## src/hw/hwr_pkg.sv

```systemverilog
// Purpose: Shared constants for the hardware watchdog and reset sequencer.
// Assumes: One 250 MHz system clock; the 32 kHz crystal tick arrives as a level input.
// Notes: Contract
// Contract
// Firmware refreshes watchdog within 1.5 seconds.
// Watchdog counts crystal ticks, resets on overflow.
// Overflow holds processor 4096 ticks, boots 0x0000.
// Emulator enable keeps watchdog inactive.
// Fault sense tied to rail disables both.
// No firmware path disables watchdog or oscillator.
// Reset pin halts logic, restores I/O defaults.
// Reset persists 4096 RTC ticks after release.
// Comparator fall clears PLL status, powers down.
// Power return holds reset 2048..4096 ticks.
// Each refresh restarts watchdog count from zero.
package hwr_pkg;
    // Crystal frequency in Hz and watchdog timeout in milliseconds.
    localparam int unsigned XTAL_HZ        = 32768;
    localparam int unsigned WDOG_TIMEOUT_MS = 1500;
    // Watchdog overflow count in crystal ticks, rounded down.
    localparam int unsigned WDOG_TICKS     = (XTAL_HZ * WDOG_TIMEOUT_MS) / 1000;
    // Hold counts in crystal ticks.
    localparam int unsigned HOLD_TICKS     = 4096;
    localparam int unsigned PWR_MIN_TICKS  = 2048;
    // Width of the tick counters.
    localparam int unsigned CNT_W          = 16;
    // Boot address presented on release.
    localparam logic [15:0] BOOT_ADDR      = 16'h0000;
    // Reason codes for the last reset.
    typedef enum logic [1:0] {
        HWR_CAUSE_PIN,
        HWR_CAUSE_WDOG,
        HWR_CAUSE_POWER
    } hwr_cause_t;
endpackage

```

## src/hw/hwr_edge.sv

```systemverilog
// Purpose: Rising-edge detector that turns the crystal level into a tick pulse.
// Assumes: Input is synchronous to the system clock.
// Notes: One-cycle pulse on each low-to-high change.
`timescale 1ns/1ps
module hwr_edge (
    input  wire logic sys_clk_in,   // System clock.
    input  wire logic rst_in,       // Synchronous reset, active high.
    input  wire logic level_in,     // Slow level to watch.
    output logic      tick_out      // One-cycle pulse on rising edge.
);
    logic prev;       // Last sampled level.
    logic next_prev;  // Next sampled level.

    // The next value is simply the current input.
    always_comb begin
        next_prev = level_in;
    end

    // Register the level; reset forces a known low.
    always_ff @(posedge sys_clk_in) begin
        if (rst_in) begin
            prev <= 1'b0;
        end else begin
            prev <= next_prev;
        end
    end

    // Pulse when the level has just risen.
    assign tick_out = level_in & ~prev;
endmodule

```

## src/hw/hwr_watchdog_reset_sequencer.sv

```systemverilog
// Purpose: Fixed-duration watchdog plus reset and power-fault sequencing.
// Assumes: All inputs synchronous to sys_clk_in; crystal runs during every reset.
// Notes: No firmware input can stop the watchdog; only pins disable it.
`timescale 1ns/1ps
module hwr_watchdog_reset_sequencer (
    input  wire logic        sys_clk_in,        // System clock, 250 MHz.
    input  wire logic        rst_in,            // Power-on reset, synchronous, active high.
    input  wire logic        slow_clock_32k_in, // Crystal time base level.
    input  wire logic        refresh_in,        // Firmware refresh strobe.
    input  wire logic        emulator_enable_in,// Emulator enable pin.
    input  wire logic        sense_at_rail_in,  // Fault sense tied to supply_3v3_rail.
    input  wire logic        fault_cmp_in,      // High while sense exceeds threshold bias.
    input  wire logic        ext_reset_in,      // External reset pin, active high.
    output logic             cpu_reset_out,     // Holds the processor in reset.
    output logic             io_defaults_out,   // Pulse: restore I/O configuration defaults.
    output logic             pll_clear_out,     // Pulse: clear PLL status bits.
    output logic             power_down_out,    // Level: digital section powered down.
    output logic             ram_init_out,      // Pulse on release after power return.
    output logic [15:0]      boot_addr_out,     // Start address on release.
    output logic             wdog_overflow_out, // Pulse on watchdog overflow.
    output hwr_pkg::hwr_cause_t cause_out       // Reason for the last reset.
);
    // Sequencer states.
    typedef enum logic [2:0] {
        HWR_RUN,
        HWR_PIN_HELD,
        HWR_HOLD,
        HWR_DOWN
    } hwr_state_t;

    logic                 tick;          // One-cycle crystal tick.
    hwr_state_t           state;         // Current sequencer state.
    hwr_state_t           next_state;    // Next sequencer state.
    logic [15:0]          wcnt;          // Watchdog tick count.
    logic [15:0]          next_wcnt;     // Next watchdog count.
    logic [15:0]          hcnt;          // Hold tick count.
    logic [15:0]          next_hcnt;     // Next hold count.
    logic [15:0]          hold_len;      // Ticks to hold in this reset.
    logic [15:0]          next_hold_len; // Next hold length.
    hwr_pkg::hwr_cause_t  next_cause;    // Next reset reason.
    logic                 wd_active;     // Watchdog allowed to count.
    logic                 fault_en;      // Power-fault detection allowed.
    logic                 wd_ovf;        // Overflow this cycle.
    logic                 pwr_fail;      // Power fault seen this cycle.

    // Crystal level to tick pulse.
    hwr_edge u_edge (
        .sys_clk_in (sys_clk_in),
        .rst_in     (rst_in),
        .level_in   (slow_clock_32k_in),
        .tick_out   (tick)
    );

    // emulator disables watchdog.
    // rail tie disables both.
    assign wd_active = ~emulator_enable_in & ~sense_at_rail_in & (state == HWR_RUN);
    assign fault_en  = ~sense_at_rail_in;
    assign pwr_fail  = fault_en & ~fault_cmp_in;
    // overflow on crystal count.
    assign wd_ovf    = wd_active & tick & ~refresh_in
                     & (wcnt == 16'(hwr_pkg::WDOG_TICKS - 1));

    // Next-state logic for the sequencer and its counters.
    always_comb begin
        next_state    = state;
        next_wcnt     = wcnt;
        next_hcnt     = hcnt;
        next_hold_len = hold_len;
        next_cause    = cause_out;
        // refresh restarts count.
        if (!wd_active || refresh_in) begin
            next_wcnt = 16'h0000;
        end else if (tick) begin
            next_wcnt = wcnt + 16'h0001;
        end
        case (state)
            HWR_RUN: begin
                if (pwr_fail) begin
                    // fall powers down.
                    next_state = HWR_DOWN;
                    next_cause = hwr_pkg::HWR_CAUSE_POWER;
                end else if (ext_reset_in) begin
                    // pin halts activity.
                    next_state = HWR_PIN_HELD;
                    next_cause = hwr_pkg::HWR_CAUSE_PIN;
                end else if (wd_ovf) begin
                    // hold after overflow.
                    next_state    = HWR_HOLD;
                    next_hcnt     = 16'h0000;
                    next_hold_len = 16'(hwr_pkg::HOLD_TICKS);
                    next_cause    = hwr_pkg::HWR_CAUSE_WDOG;
                end
            end
            HWR_PIN_HELD: begin
                if (pwr_fail) begin
                    next_state = HWR_DOWN;
                    next_cause = hwr_pkg::HWR_CAUSE_POWER;
                end else if (!ext_reset_in) begin
                    // timer starts at release.
                    next_state    = HWR_HOLD;
                    next_hcnt     = 16'h0000;
                    next_hold_len = 16'(hwr_pkg::HOLD_TICKS);
                end
            end
            HWR_HOLD: begin
                if (pwr_fail) begin
                    next_state = HWR_DOWN;
                    next_cause = hwr_pkg::HWR_CAUSE_POWER;
                end else if (ext_reset_in) begin
                    next_state = HWR_PIN_HELD;
                end else if (tick) begin
                    if (hcnt == hold_len - 16'h0001) begin
                        next_state = HWR_RUN;
                    end else begin
                        next_hcnt = hcnt + 16'h0001;
                    end
                end
            end
            HWR_DOWN: begin
                if (!pwr_fail) begin
                    // power return hold.
                    next_state    = HWR_HOLD;
                    next_hcnt     = 16'h0000;
                    next_hold_len = 16'(hwr_pkg::PWR_MIN_TICKS);
                end
            end
            default: begin
                next_state = HWR_HOLD;
            end
        endcase
    end

    // only pins, power and watchdog overflow reset this state.
    always_ff @(posedge sys_clk_in) begin
        if (rst_in) begin
            state     <= HWR_HOLD;
            wcnt      <= 16'h0000;
            hcnt      <= 16'h0000;
            hold_len  <= 16'(hwr_pkg::PWR_MIN_TICKS);
            cause_out <= hwr_pkg::HWR_CAUSE_POWER;
        end else begin
            state     <= next_state;
            wcnt      <= next_wcnt;
            hcnt      <= next_hcnt;
            hold_len  <= next_hold_len;
            cause_out <= next_cause;
        end
    end

    // Registered pulse outputs; the level outputs are assigned below.
    always_ff @(posedge sys_clk_in) begin
        if (rst_in) begin
            wdog_overflow_out <= 1'b0;
            io_defaults_out   <= 1'b0;
            pll_clear_out     <= 1'b0;
            ram_init_out      <= 1'b0;
        end else begin
            wdog_overflow_out <= (state == HWR_RUN) & ~pwr_fail & ~ext_reset_in & wd_ovf;
            // pin restores I/O defaults; watchdog keeps them.
            io_defaults_out   <= (next_state == HWR_PIN_HELD) & (state != HWR_PIN_HELD);
            pll_clear_out     <= (next_state == HWR_DOWN) & (state != HWR_DOWN);
            ram_init_out      <= (state == HWR_HOLD) & (next_state == HWR_RUN)
                               & (cause_out == hwr_pkg::HWR_CAUSE_POWER);
        end
    end

    assign cpu_reset_out  = (state != HWR_RUN);
    assign power_down_out = (state == HWR_DOWN);
    // start at boot address.
    assign boot_addr_out  = hwr_pkg::BOOT_ADDR;

    // Checks of the contract rules below, tagged by rule number.
    property p_ovf_holds;
        @(posedge sys_clk_in) disable iff (rst_in)
        wdog_overflow_out |-> cpu_reset_out && cause_out == hwr_pkg::HWR_CAUSE_WDOG;
    endproperty
    a_ovf_holds: assert property (p_ovf_holds) else $error("overflow without reset");

    property p_wdog_hold_len;
        @(posedge sys_clk_in) disable iff (rst_in)
        $rose(cpu_reset_out) && cause_out == hwr_pkg::HWR_CAUSE_WDOG |-> hold_len == 16'd4096;
    endproperty
    a_wdog_hold_len: assert property (p_wdog_hold_len) else $error("bad hold");

    property p_emu_quiet;
        @(posedge sys_clk_in) disable iff (rst_in)
        emulator_enable_in |=> !wdog_overflow_out;
    endproperty
    a_emu_quiet: assert property (p_emu_quiet) else $error("overflow under emulator");

    property p_rail_quiet;
        @(posedge sys_clk_in) disable iff (rst_in)
        sense_at_rail_in |=> !wdog_overflow_out && !pll_clear_out;
    endproperty
    a_rail_quiet: assert property (p_rail_quiet) else $error("active while disabled");

    property p_pin_halts;
        @(posedge sys_clk_in) disable iff (rst_in)
        ext_reset_in |=> cpu_reset_out;
    endproperty
    a_pin_halts: assert property (p_pin_halts) else $error("pin did not halt");

    property p_release_waits;
        @(posedge sys_clk_in) disable iff (rst_in)
        $fell(ext_reset_in) && !power_down_out |=> cpu_reset_out [*8];
    endproperty
    a_release_waits: assert property (p_release_waits) else $error("early release");

    property p_fault_clear;
        @(posedge sys_clk_in) disable iff (rst_in)
        $rose(power_down_out) |-> pll_clear_out;
    endproperty
    a_fault_clear: assert property (p_fault_clear) else $error("PLL not cleared");

    property p_power_return;
        @(posedge sys_clk_in) disable iff (rst_in)
        $fell(power_down_out) |-> hold_len == 16'd2048 && cpu_reset_out;
    endproperty
    a_power_return: assert property (p_power_return) else $error("bad power hold");

    property p_refresh_zero;
        @(posedge sys_clk_in) disable iff (rst_in)
        refresh_in |=> wcnt == 16'h0000;
    endproperty
    a_refresh_zero: assert property (p_refresh_zero) else $error("count kept");

    c_overflow: cover property (@(posedge sys_clk_in) wdog_overflow_out);
    c_pin:      cover property (@(posedge sys_clk_in) $fell(ext_reset_in));
    c_power:    cover property (@(posedge sys_clk_in) ram_init_out);
endmodule

```

## config.mk

```make
export PLATFORM = sky130hd
export DESIGN_NAME = hwr_watchdog_reset_sequencer
export DESIGN_NICKNAME = d
export VERILOG_FILES = /design/src/hw/hwr_pkg.sv /design/src/hw/hwr_edge.sv /design/src/hw/hwr_watchdog_reset_sequencer.sv
export SDC_FILE = /design/constraint.sdc
export NUM_CORES = 1
export LEC_CHECK = 0
export ABC_CLOCK_PERIOD_IN_PS = 2900
export BUFFER_PORTS_ARGS = -buffer_cell sky130_fd_sc_hd__buf_2
export CORE_AREA = 2 2 92 94
export CTS_CLUSTER_SIZE = 10
export DETAILED_ROUTE_END_ITERATION = 6
export DIE_AREA = 0 0 94 96
export PLACE_DENSITY = 0.59
export SLEW_MARGIN = 20
export SYNTH_ARGS = -nofsm -noshare
export SYNTH_HDL_FRONTEND = slang
export SYNTH_HIERARCHICAL = 1
export SYNTH_SLANG_ARGS = --single-unit
```

## constraint.sdc

```tcl
create_clock -name sys_clk_in -period 2.9 [get_ports sys_clk_in]
set_input_delay 0.435 -clock sys_clk_in [delete_from_list [all_inputs] [get_ports sys_clk_in]]
set_output_delay 0.435 -clock sys_clk_in [all_outputs]
set_load 0.005 [all_outputs]
```

======== Word level (Yosys, flattened, before mapping) ========
Index checks and enable logic that the tools add are counted.
cells by class
  shifts and indexed selects .............. 0
  reductions and logical operators ........ 13
  divide/modulo/power cells ............... 0
  mux-type cells .......................... 34
  equal/unequal tests ..................... 22
  $lt $le $gt $ge ......................... 0
  bitwise gates (word level) .............. 21
  $add $sub $neg .......................... 3
  multipliers ............................. 0
operator list
  kind                     count
  $mux W16                 16
  $pmux W16 S4             1
  $pmux W16 S3             1
  $add A16 B1 Y16 const B  2
  $mux W3                  10
  $ne A2 B2 Y1 const B     10
  $eq A16 B16 Y1           1
  $eq A16 B16 Y1 const B   1
  $sub A16 B1 Y16 const B  1
  $and A1 B1 Y1            14
  $pmux W3 S4              1
  $reduce_and A11 Y1       1
  $eq A3 B2 Y1 const B     3
  $mux W2                  4
  $not A1 Y1               7
  $reduce_and A7 Y1        1
  $eq A3 B1 Y1 const B     2
  $logic_not A3 Y1         2
  $reduce_bool A3 Y1       2
  $ne A4 B4 Y1 const B     1
  $pmux W2 S2              1
  $reduce_bool A4 Y1       1
  $reduce_or A2 Y1         2
  $ne A3 B1 Y1 const B     1
  other kinds (7)          7
word-level totals
  memories kept ........................... 0
  flip-flop bits (word level) ............. 58
  latch bits .............................. 0
  ROM bits ................................ 0
  bits of input ports ..................... 8
  logic and storage cells ................. 103
  output and inout port bits .............. 24
  memory bits (writable) .................. 0

======== Depth between registers and ports, before layout ========
Gate-level depths: netlist of the first run.
  word-level depth ........................ 13
  depth in mapped cells ................... 9
  gate-level depth less buffers ........... 7

======== Modules after synthesis ========
Netlist of the first run, hierarchy kept.
by module, submodules not included
  module                        instances  area each (um2)  cells each  sequential area each (um2)
  hwr_watchdog_reset_sequencer  1          2406.1           282         860.8
  hwr_edge                      1          47.5             3           20.0

======== Worst setup path after synthesis of the first run ========
OpenSTA, ideal clock, no wires.
  path kind ............................... input to register
  start point ............................. input slow_clock_32k_in
  end point ............................... register hcnt[4]
  cell stages on the path ................. 9
  data required time ...................... 2.771 ns
  data arrival time ....................... 2.066 ns
  buffers on the path ..................... 3
  setup time .............................. 0.129 ns
  setup slack ............................. 0.705 ns
  cells stage by stage .................... nor2b_4 buf_2 nand4_2 nor4_4 a41oi_1 buf_2 buf_2 nand2_1 mux2i_1
on the way
  word-level cells in the longest chain between the ends .. 6
  elaborated cells on any way between the ends .. 7
  those cells by class .................... eq/ne (2); bitwise (4); reduce/logical (1)
RTL lines
  element                                line                                 RTL
  from (decl)                            hwr_watchdog_reset_sequencer.sv:8    input wire logic slow_clock_32k_in,
  $and A1 B1 Y1 *                        hwr_edge.sv:29                       assign tick_out = level_in & ~prev;
  $and A1 B1 Y1 (2 in a row)             hwr_watchdog_reset_sequencer.sv:60   assign wd_ovf = wd_active & tick & ~refresh_in
  $and A1 B1 Y1                          hwr_watchdog_reset_sequencer.sv:61   & (wcnt == 16'(hwr_pkg::WDOG_TICKS - 1));
  $ne A2 B2 Y1 (no source line)          -
  $reduce_and A11 Y1 (no source line) *  -
  to (signal assigned)                   hwr_watchdog_reset_sequencer.sv:144  hcnt <= next_hcnt;
  to (decl)                              hwr_watchdog_reset_sequencer.sv:36   logic [15:0] hcnt;
Mark *: on every way between the ends. The rest lies on a longest branch, timed or not.
A chain may end at the register's enable or synchronous reset.

======== Final worst setup path of the first run ========
  start point ............................. register wcnt[0]
  end point ............................... register hcnt[2]
on the way
  word-level cells in the longest chain between the ends .. 4
RTL lines
  element                              line                                 RTL
  from (decl)                          hwr_watchdog_reset_sequencer.sv:34   logic [15:0] wcnt;
  from (signal assigned)               hwr_watchdog_reset_sequencer.sv:143  wcnt <= next_wcnt;
  $eq A16 B16 Y1                       hwr_watchdog_reset_sequencer.sv:61
  $and A1 B1 Y1                        hwr_watchdog_reset_sequencer.sv:61
  $ne A2 B2 Y1 (no source line)        -
  $reduce_and A11 Y1 (no source line)  -
Every way passes these cells.

==> results of run 1 <==
sequential cells by signal, indices dropped and copies added (netlist names):
register / count
cause_out: 2
hcnt: 16
hold_len: 2
io_defaults_out: 1
pll_clear_out: 1
ram_init_out: 1
state: 3
u_edge/prev: 1
wcnt: 16
wdog_overflow_out: 1
cells in the final DEF (no fill, tap or decap), types with 7 or more instances in the layout:
master,synthesis,layout
dfxtp_1,44,44
nand2_1,27,27
nor2_1,23,23
conb_1,1,17
buf_2,6,15
inv_1,12,12
mux2i_1,12,12
nor3_1,11,11
nand4_1,11,11
nand2b_1,11,11
xor2_1,9,9
xnor2_1,8,8
nand3_1,8,8
or3_1,7,7
final timing paths:
check | startpoint | to | slack, ns
worst max-delay path | wcnt[0] | hcnt[2] | 0.65
worst min-delay path | slow_clock_32k_in | u_edge/prev | 0.38
worst max register to register | wcnt[0] | hcnt[2] | 0.65
worst min register to register | cause_out[0] | cause_out[0] | 0.47
power by group:
group	internal (W)	switching (W)	total [W]
registers	0.000611	0.00000916	0.000620
clock network	0.000194	0.000192	0.000386
logic	0.0000362	0.0000636	0.0000998
cell families (layout without fill, tap and decap cells):
| group | after synthesis | after routing | share of synthesized area (%) |
|---|---|---|---|
| AND/OR/NAND/NOR | 129 | 129 | 29.9 |
| adder cells (fa/ha/maj) | 3 | 3 | 1.53 |
| XOR/XNOR | 17 | 17 | 6.07 |
| buffers and inverters | 40 | 37 | 9.18 |
| flip-flops | 44 | 44 | 35.9 |
| other | 1 | 17 | 0.153 |
| AO/OA/AOI/OAI | 39 | 39 | 12.3 |
| multiplexers | 12 | 12 | 4.90 |
area by class of cell:
cell class / instances / area (µm²) / area share, %
Multi-Input combinational cell: 217 / 1420 / 53.3
Sequential cell: 44 / 881 / 33.2
Tap cell: 105 / 131 / 4.95
Clock buffer: 8 / 90.1 / 3.40
Timing Repair Buffer: 17 / 90.1 / 3.40
Inverter: 12 / 45.0 / 1.70
metal layers:
layer | track usage, % | vias up | routed length, µm
met5 | 0 | - | 0
met4 | 4.23 | 0 | 107
met3 | 2.66 | 8 | 163
met2 | 18.0 | 39 | 2140
met1 | 14.3 | 926 | 2320
li1 | - | 991 | -
through the flow:
| step | hold slack (ns) | instance area (µm²) | instances | setup slack (ns) | power [W] |
|---|---|---|---|---|---|
| 2_1_floorplan | 0.440 | 2510 | 301 | 0.705 | 0.000725 |
| 3_3_place_gp | 0.453 | 2560 | 395 | 0.476 | 0.000733 |
| 3_5_place_dp | 0.458 | 2560 | 395 | 0.453 | 0.000734 |
| 4_1_cts | 0.372 | 2650 | 403 | 0.629 | 0.00113 |
| 5_1_grt | 0.381 | 2650 | 403 | 0.501 | 0.00116 |
| 6_report | 0.380 | 2650 | 403 | 0.652 | 0.00111 |
==> flow_metrics.env, run 1 <==
export IMPL_status="finished clean"
export IMPL_synth_area_leaders="dfxtp_1 (36%), mux2i_1 (4.9%), buf_4 (4.9%)"
export IMPL_initial_core_util_pct=30.5
export IMPL_syn_cell_area_um2=2450
export IMPL_fin_nets=308
export IMPL_diodes=0
export IMPL_ctsHtreeMaxLevel=2
export IMPL_ioPinCount=32
export IMPL_cts_buffer_depth=2
export IMPL_end_kind="flop"
export IMPL_yosysTopAreaCell="dfxtp_1"
export IMPL_path_max_fanout=15
export IMPL_async_reset_ff_share_pct=0
export IMPL_viasPerCell=4.87
export IMPL_rr_worst_depth=6
export IMPL_yosys_warnings=6
export IMPL_clkTransAtPathRegs_ns=0.08
export IMPL_antenna_found_initial=0
export IMPL_power_density_nw_per_um2=417
export IMPL_grt_pass1_wl_mm=8.10
export IMPL_hold_violations=0
export IMPL_grt_pass1_vias=1802
export IMPL_path_class="reg2reg"
export IMPL_synth_edf_count=0
export IMPL_drv_cap=0
export IMPL_grt_usage_pct=11.1
export IMPL_insertion_delay_ns=0.29
export IMPL_dieWidth_um=94
export IMPL_drt_initial_drc_count=78
export IMPL_yosysMostFrequentCell="dfxtp_1"
export IMPL_cts_tree="done"
export IMPL_ant_nets=0
export IMPL_utilization_pct=32.9
export IMPL_path_buf_inv=0
export IMPL_critPathRequiredTime_ns=3.12
export IMPL_synth_common_cells="dfxtp_1 (44), nand2_1 (27), nor2_1 (23), buf_4 (16)"
export IMPL_min_path_type="in2reg"
export IMPL_max_freq_ghz=0.445
export IMPL_peakVddDrop_v=0.000224
export IMPL_setup_violations=0
export IMPL_timing_final_max_slew_violations=0
export IMPL_clock_root_buffer="clkbuf_8"
export IMPL_max_slew_margin_pct=49.2
export IMPL_die_y_um=96
export IMPL_io_buffer_count=15
export IMPL_synth_seq_cells=44
export IMPL_syn2layout_area_growth_pct=8.11
export IMPL_cpMaxStageDelayCell="or4_1"
export IMPL_numCtsBuffers=5
export IMPL_post_cts_resized=0
export IMPL_period_minus_slack_ns=2.25
export IMPL_clock_skew_ns=0.00452
export IMPL_grt_max_degree=26
export IMPL_synthCells=285
export IMPL_p_leak_nw=0.951
export IMPL_cpPeakStageDelay_ns=0.59
export IMPL_synth_top_area_share_pct=35.9
export IMPL_avgSynthCellArea_um2=8.61
export IMPL_tightest_slew_ns=0.759
export IMPL_n_fill_cell=853
export IMPL_arrival_ns=2.47
export IMPL_dieArea_um2=9020
export IMPL_path_cells="ha_1 > nand4_2 > nor4_4 > a31oi_2 > or4_1 > a21boi_1"
export IMPL_dp_hpwl_mm=3.45
export IMPL_synth_flop_cell="dfxtp_1"
export IMPL_cp_top_family="simple AND/OR/NAND/NOR gates"
export IMPL_finalWirelength_mm=4.72
export IMPL_post_cts_buffers=0
export IMPL_yosysUniqueCellTypes=52
export IMPL_overflow=0
export IMPL_cts_sinks=44
export IMPL_ctsHoldBuffers=0
export IMPL_place_gp_congestion=0.795
export IMPL_dr_pass1_iters=4
export IMPL_num_rows=33
export IMPL_routedWlPerCell_um=11.7
export IMPL_rsz0062_at_grt="no"
export IMPL_num_vias=1964
export IMPL_fin_setup_tns_ns=0
export IMPL_path_depth=6
export IMPL_drc=0
export IMPL_core_area_um2=8050
export IMPL_drive_gt1_share_pct=13.1
export IMPL_startpoint_type="flop"
export IMPL_finalCritPeriodShare_pct=77.5
export IMPL_holdPathStages=2
export IMPL_yosysSeqAreaShare_pct=35.9
Power figures use the tool's default switching activity.
==> run 2: changes to the inputs <==
- ABC_AREA: default -> 1
- ABC_CLOCK_PERIOD_IN_PS: 2900 -> 2300
- CORE_AREA: 2 2 92 94 -> 2 2 95 97
- DIE_AREA: 0 0 94 96 -> 0 0 97 99
- PLACE_DENSITY: 0.59 -> 0.58
- clock period: 2.9 -> 2.3 ns (I/O delays scaled with it)
==> run 2 against run 1 <==
Against the previous run:
- sequential power is 28% higher
- clock skew is 0.0061 ns higher
- clock power is 56% higher
- sequential share of layout area is 2.1 points lower
- total power is 40% higher
- area after synthesis is 5.9% higher
- clock-buffer cell count is 3 lower
- critical path depth is 6 higher
- highest routed layer unchanged
==> flow_metrics.env, run 2 <==
export IMPL_antenna_found_initial=0
export IMPL_reg_top3="hcnt: 16 flops, wcnt: 16 flops, state: 3 flops"
export IMPL_num_vias=2256
export IMPL_peakVddDrop_v=0.000277
export IMPL_initial_core_util_pct=30.4
export IMPL_synth_flop_cell="dfxtp_1"
export IMPL_yosysSeqAreaShare_pct=33.9
export IMPL_ioPinCount=32
export IMPL_dieWidth_um=97
export IMPL_fin_nets=402
export IMPL_die_y_um=99
export IMPL_syn2layout_area_growth_pct=9.10
export IMPL_cts_buffer_depth=2
export IMPL_overflow=0
export IMPL_yosys_area_share_simple_pct=35.9
export IMPL_drt_initial_drc_count=67
export IMPL_p_leak_nw=1.11
export IMPL_synth_edf_count=0
export IMPL_cpMostUsedCell="nand2_1"
export IMPL_finalCritPeriodShare_pct=83.4
export IMPL_yosys_warnings=6
export IMPL_critical_path_startpoint="hcnt[0]"
export IMPL_stdcell_area_um2=2840
export IMPL_viasPerCell=4.51
export IMPL_synth_xor_area_share_pct=4.04
export IMPL_io_buffer_count=15
export IMPL_fin_setup_tns_ns=0
export IMPL_critPathRequiredTime_ns=2.47
export IMPL_core_area_um2=8550
export IMPL_startpoint_type="flop"
export IMPL_cpPeakStageDelay_ns=0.38
export IMPL_synth_compound_area_share_pct=12.0
export IMPL_yosysTopAreaCell="dfxtp_1"
export IMPL_synth_top_area_share_pct=33.9
export IMPL_synth_seq_cells=44
export IMPL_yosysUniqueCellTypes=36
export IMPL_clock_skew_ns=0.0106
export IMPL_dpl_cell_area_um2=2720
export IMPL_cts_sinks=44
export IMPL_async_reset_ff_share_pct=0
export IMPL_synthMuxAreaShare_pct=0
export IMPL_min_path_type="in2reg"
export IMPL_path_cells="ha_1 > nand2_1 > nor2_2 > nand2_2 > nor2_2 > nand2_1 > nand2_1 > nand2_2 > nand2_4 > inv_4 > nand2_1 > a21oi_2"
export IMPL_timing_final_max_slew_violations=0
export IMPL_clock_root_buffer="clkbuf_8"
export IMPL_end_kind="flop"
export IMPL_layout_common_cells="nand2_1 (76), nor2_1 (58), dfxtp_1 (44)"
export IMPL_dr_pass1_iters=4
export IMPL_power_density_nw_per_um2=545
export IMPL_synthCells=372
export IMPL_synthAdderAreaFrac_pct=1.44
export IMPL_max_freq_ghz=0.521
export IMPL_drv_cap=0
export IMPL_arrival_ns=2.09
export IMPL_path_class="reg2reg"
export IMPL_min_delay_start="slow_clock_32k_in"
export IMPL_avgSynthCellArea_um2=6.99
export IMPL_final_common_cell="nand2_1"
export IMPL_synth_common_cells="nand2_1 (76), nor2_1 (58), dfxtp_1 (44), inv_1 (34)"
export IMPL_r2r_start="hcnt[0]"
export IMPL_rsz0062_at_grt="no"
export IMPL_post_cts_buffers=0
export IMPL_clkTransAtPathRegs_ns=0.09
export IMPL_synth_top_family_by_area="simple AND/OR/NAND/NOR gates"
export IMPL_dp_hpwl_mm=3.98
export IMPL_n_fill_cell=929
export IMPL_ant_nets=0
export IMPL_status="finished clean"
export IMPL_reg2reg_slack_ns=0.38
export IMPL_ctsHtreeMaxLevel=2
export IMPL_ctsHoldBuffers=0
export IMPL_dieArea_um2=9600
export IMPL_grt_usage_pct=12.1
export IMPL_drc=0
export IMPL_hold_violations=0
export IMPL_post_cts_resized=0
export IMPL_path_max_fanout=16
export IMPL_place_gp_congestion=0.846
export IMPL_cts_tree="done"
export IMPL_diodes=0
export IMPL_insertion_delay_ns=0.30
export IMPL_num_rows=34
export IMPL_grt_pass1_vias=2188
export IMPL_max_slew_margin_pct=62.1
export IMPL_finalWirelength_mm=5.31
export IMPL_cpMaxStageDelayCell="dfxtp_1"
export IMPL_grt_max_degree=23
export IMPL_setup_violations=0
export IMPL_drive_gt1_share_pct=18.1
export IMPL_yosysMostFrequentCell="nand2_1"
export IMPL_syn_cell_area_um2=2600
export IMPL_grt_pass1_wl_mm=9.78
export IMPL_numCtsBuffers=5
export IMPL_tightest_slew_ns=0.568
export IMPL_synth_area_leaders="dfxtp_1 (34%), nand2_1 (11%), nor2_1 (8.4%)"
export IMPL_period_minus_slack_ns=1.92
export IMPL_routedWlPerCell_um=10.6
run 2: changes by cell type in the layout (fill, tap and decap cells not counted), sizes merged, moves of 12 or more:
cell   change
a21oi     +27
inv       +28
mux2i     -12
nand2     +64
nand3     +13
nor2      +43
run 2: worst max-delay path: cells and delay by family, from the launching register on:
kind                     cells  cell delay, ns
AND/OR/NAND/NOR              9            1.03
flip-flops                   1            0.38
adder cells (fa/ha/maj)      1            0.18
buffers and inverters        1            0.13
AO/OA/AOI/OAI                1            0.05
run 2: path summary, 6_finish.rpt:
check                endpoint  cells past startpoint
hold / removal    u_edge/prev                      3
setup reg to reg     hcnt[13]                     12
hold reg to reg      wcnt[11]                      1
setup / recovery     hcnt[13]                     12
run 2: final cells by class:
class                      count  area, µm²  area share [%]
timing repair buffer          19        105            3.71
inverter                      40        153            5.38
clock buffer                   5       68.8            2.43
sequential                    44        881            31.1
multi-input combinational    281       1450            51.1
tap                          108        135            4.77
clock inverter                 3       42.5            1.50
run 2: cell families after synthesis:
group | count (synthesis)
simple gates | 200
buf+inv | 63
compound gates | 49
flops | 44
xor+xnor | 12
fa+ha+maj | 3
other cells | 1
run 2: where the power goes:
group / switching, W / internal [W]
Clock: 0.000282 / 0.000322
Sequential: 0.0000144 / 0.000777
Combinational: 0.000103 / 0.0000473
run 2: per-layer routing:
metal / GRT usage [%] / wire (µm)
met2: 20.5 / 2460
met3: 2.20 / 142
met1: 15.8 / 2640
met4: 3.36 / 61
met5: 0 / 0
run 2: through the flow:
| step | hold WS, ns | setup WS [ns] | total power, W | instances | util (%) |
|---|---|---|---|---|---|
| 2_1_floorplan | 0.417 | 0.607 | 0.000946 | 388 | - |
| 3_3_place_gp | 0.451 | 0.390 | 0.000958 | 492 | 31.9 |
| 3_5_place_dp | 0.459 | 0.366 | 0.000961 | 492 | 31.9 |
| 4_1_cts | 0.244 | 0.359 | 0.00157 | 500 | 33.2 |
| 5_1_grt | 0.302 | 0.203 | 0.00163 | 500 | 33.2 |
| 6_report | 0.250 | 0.381 | 0.00155 | 500 | 33.2 |
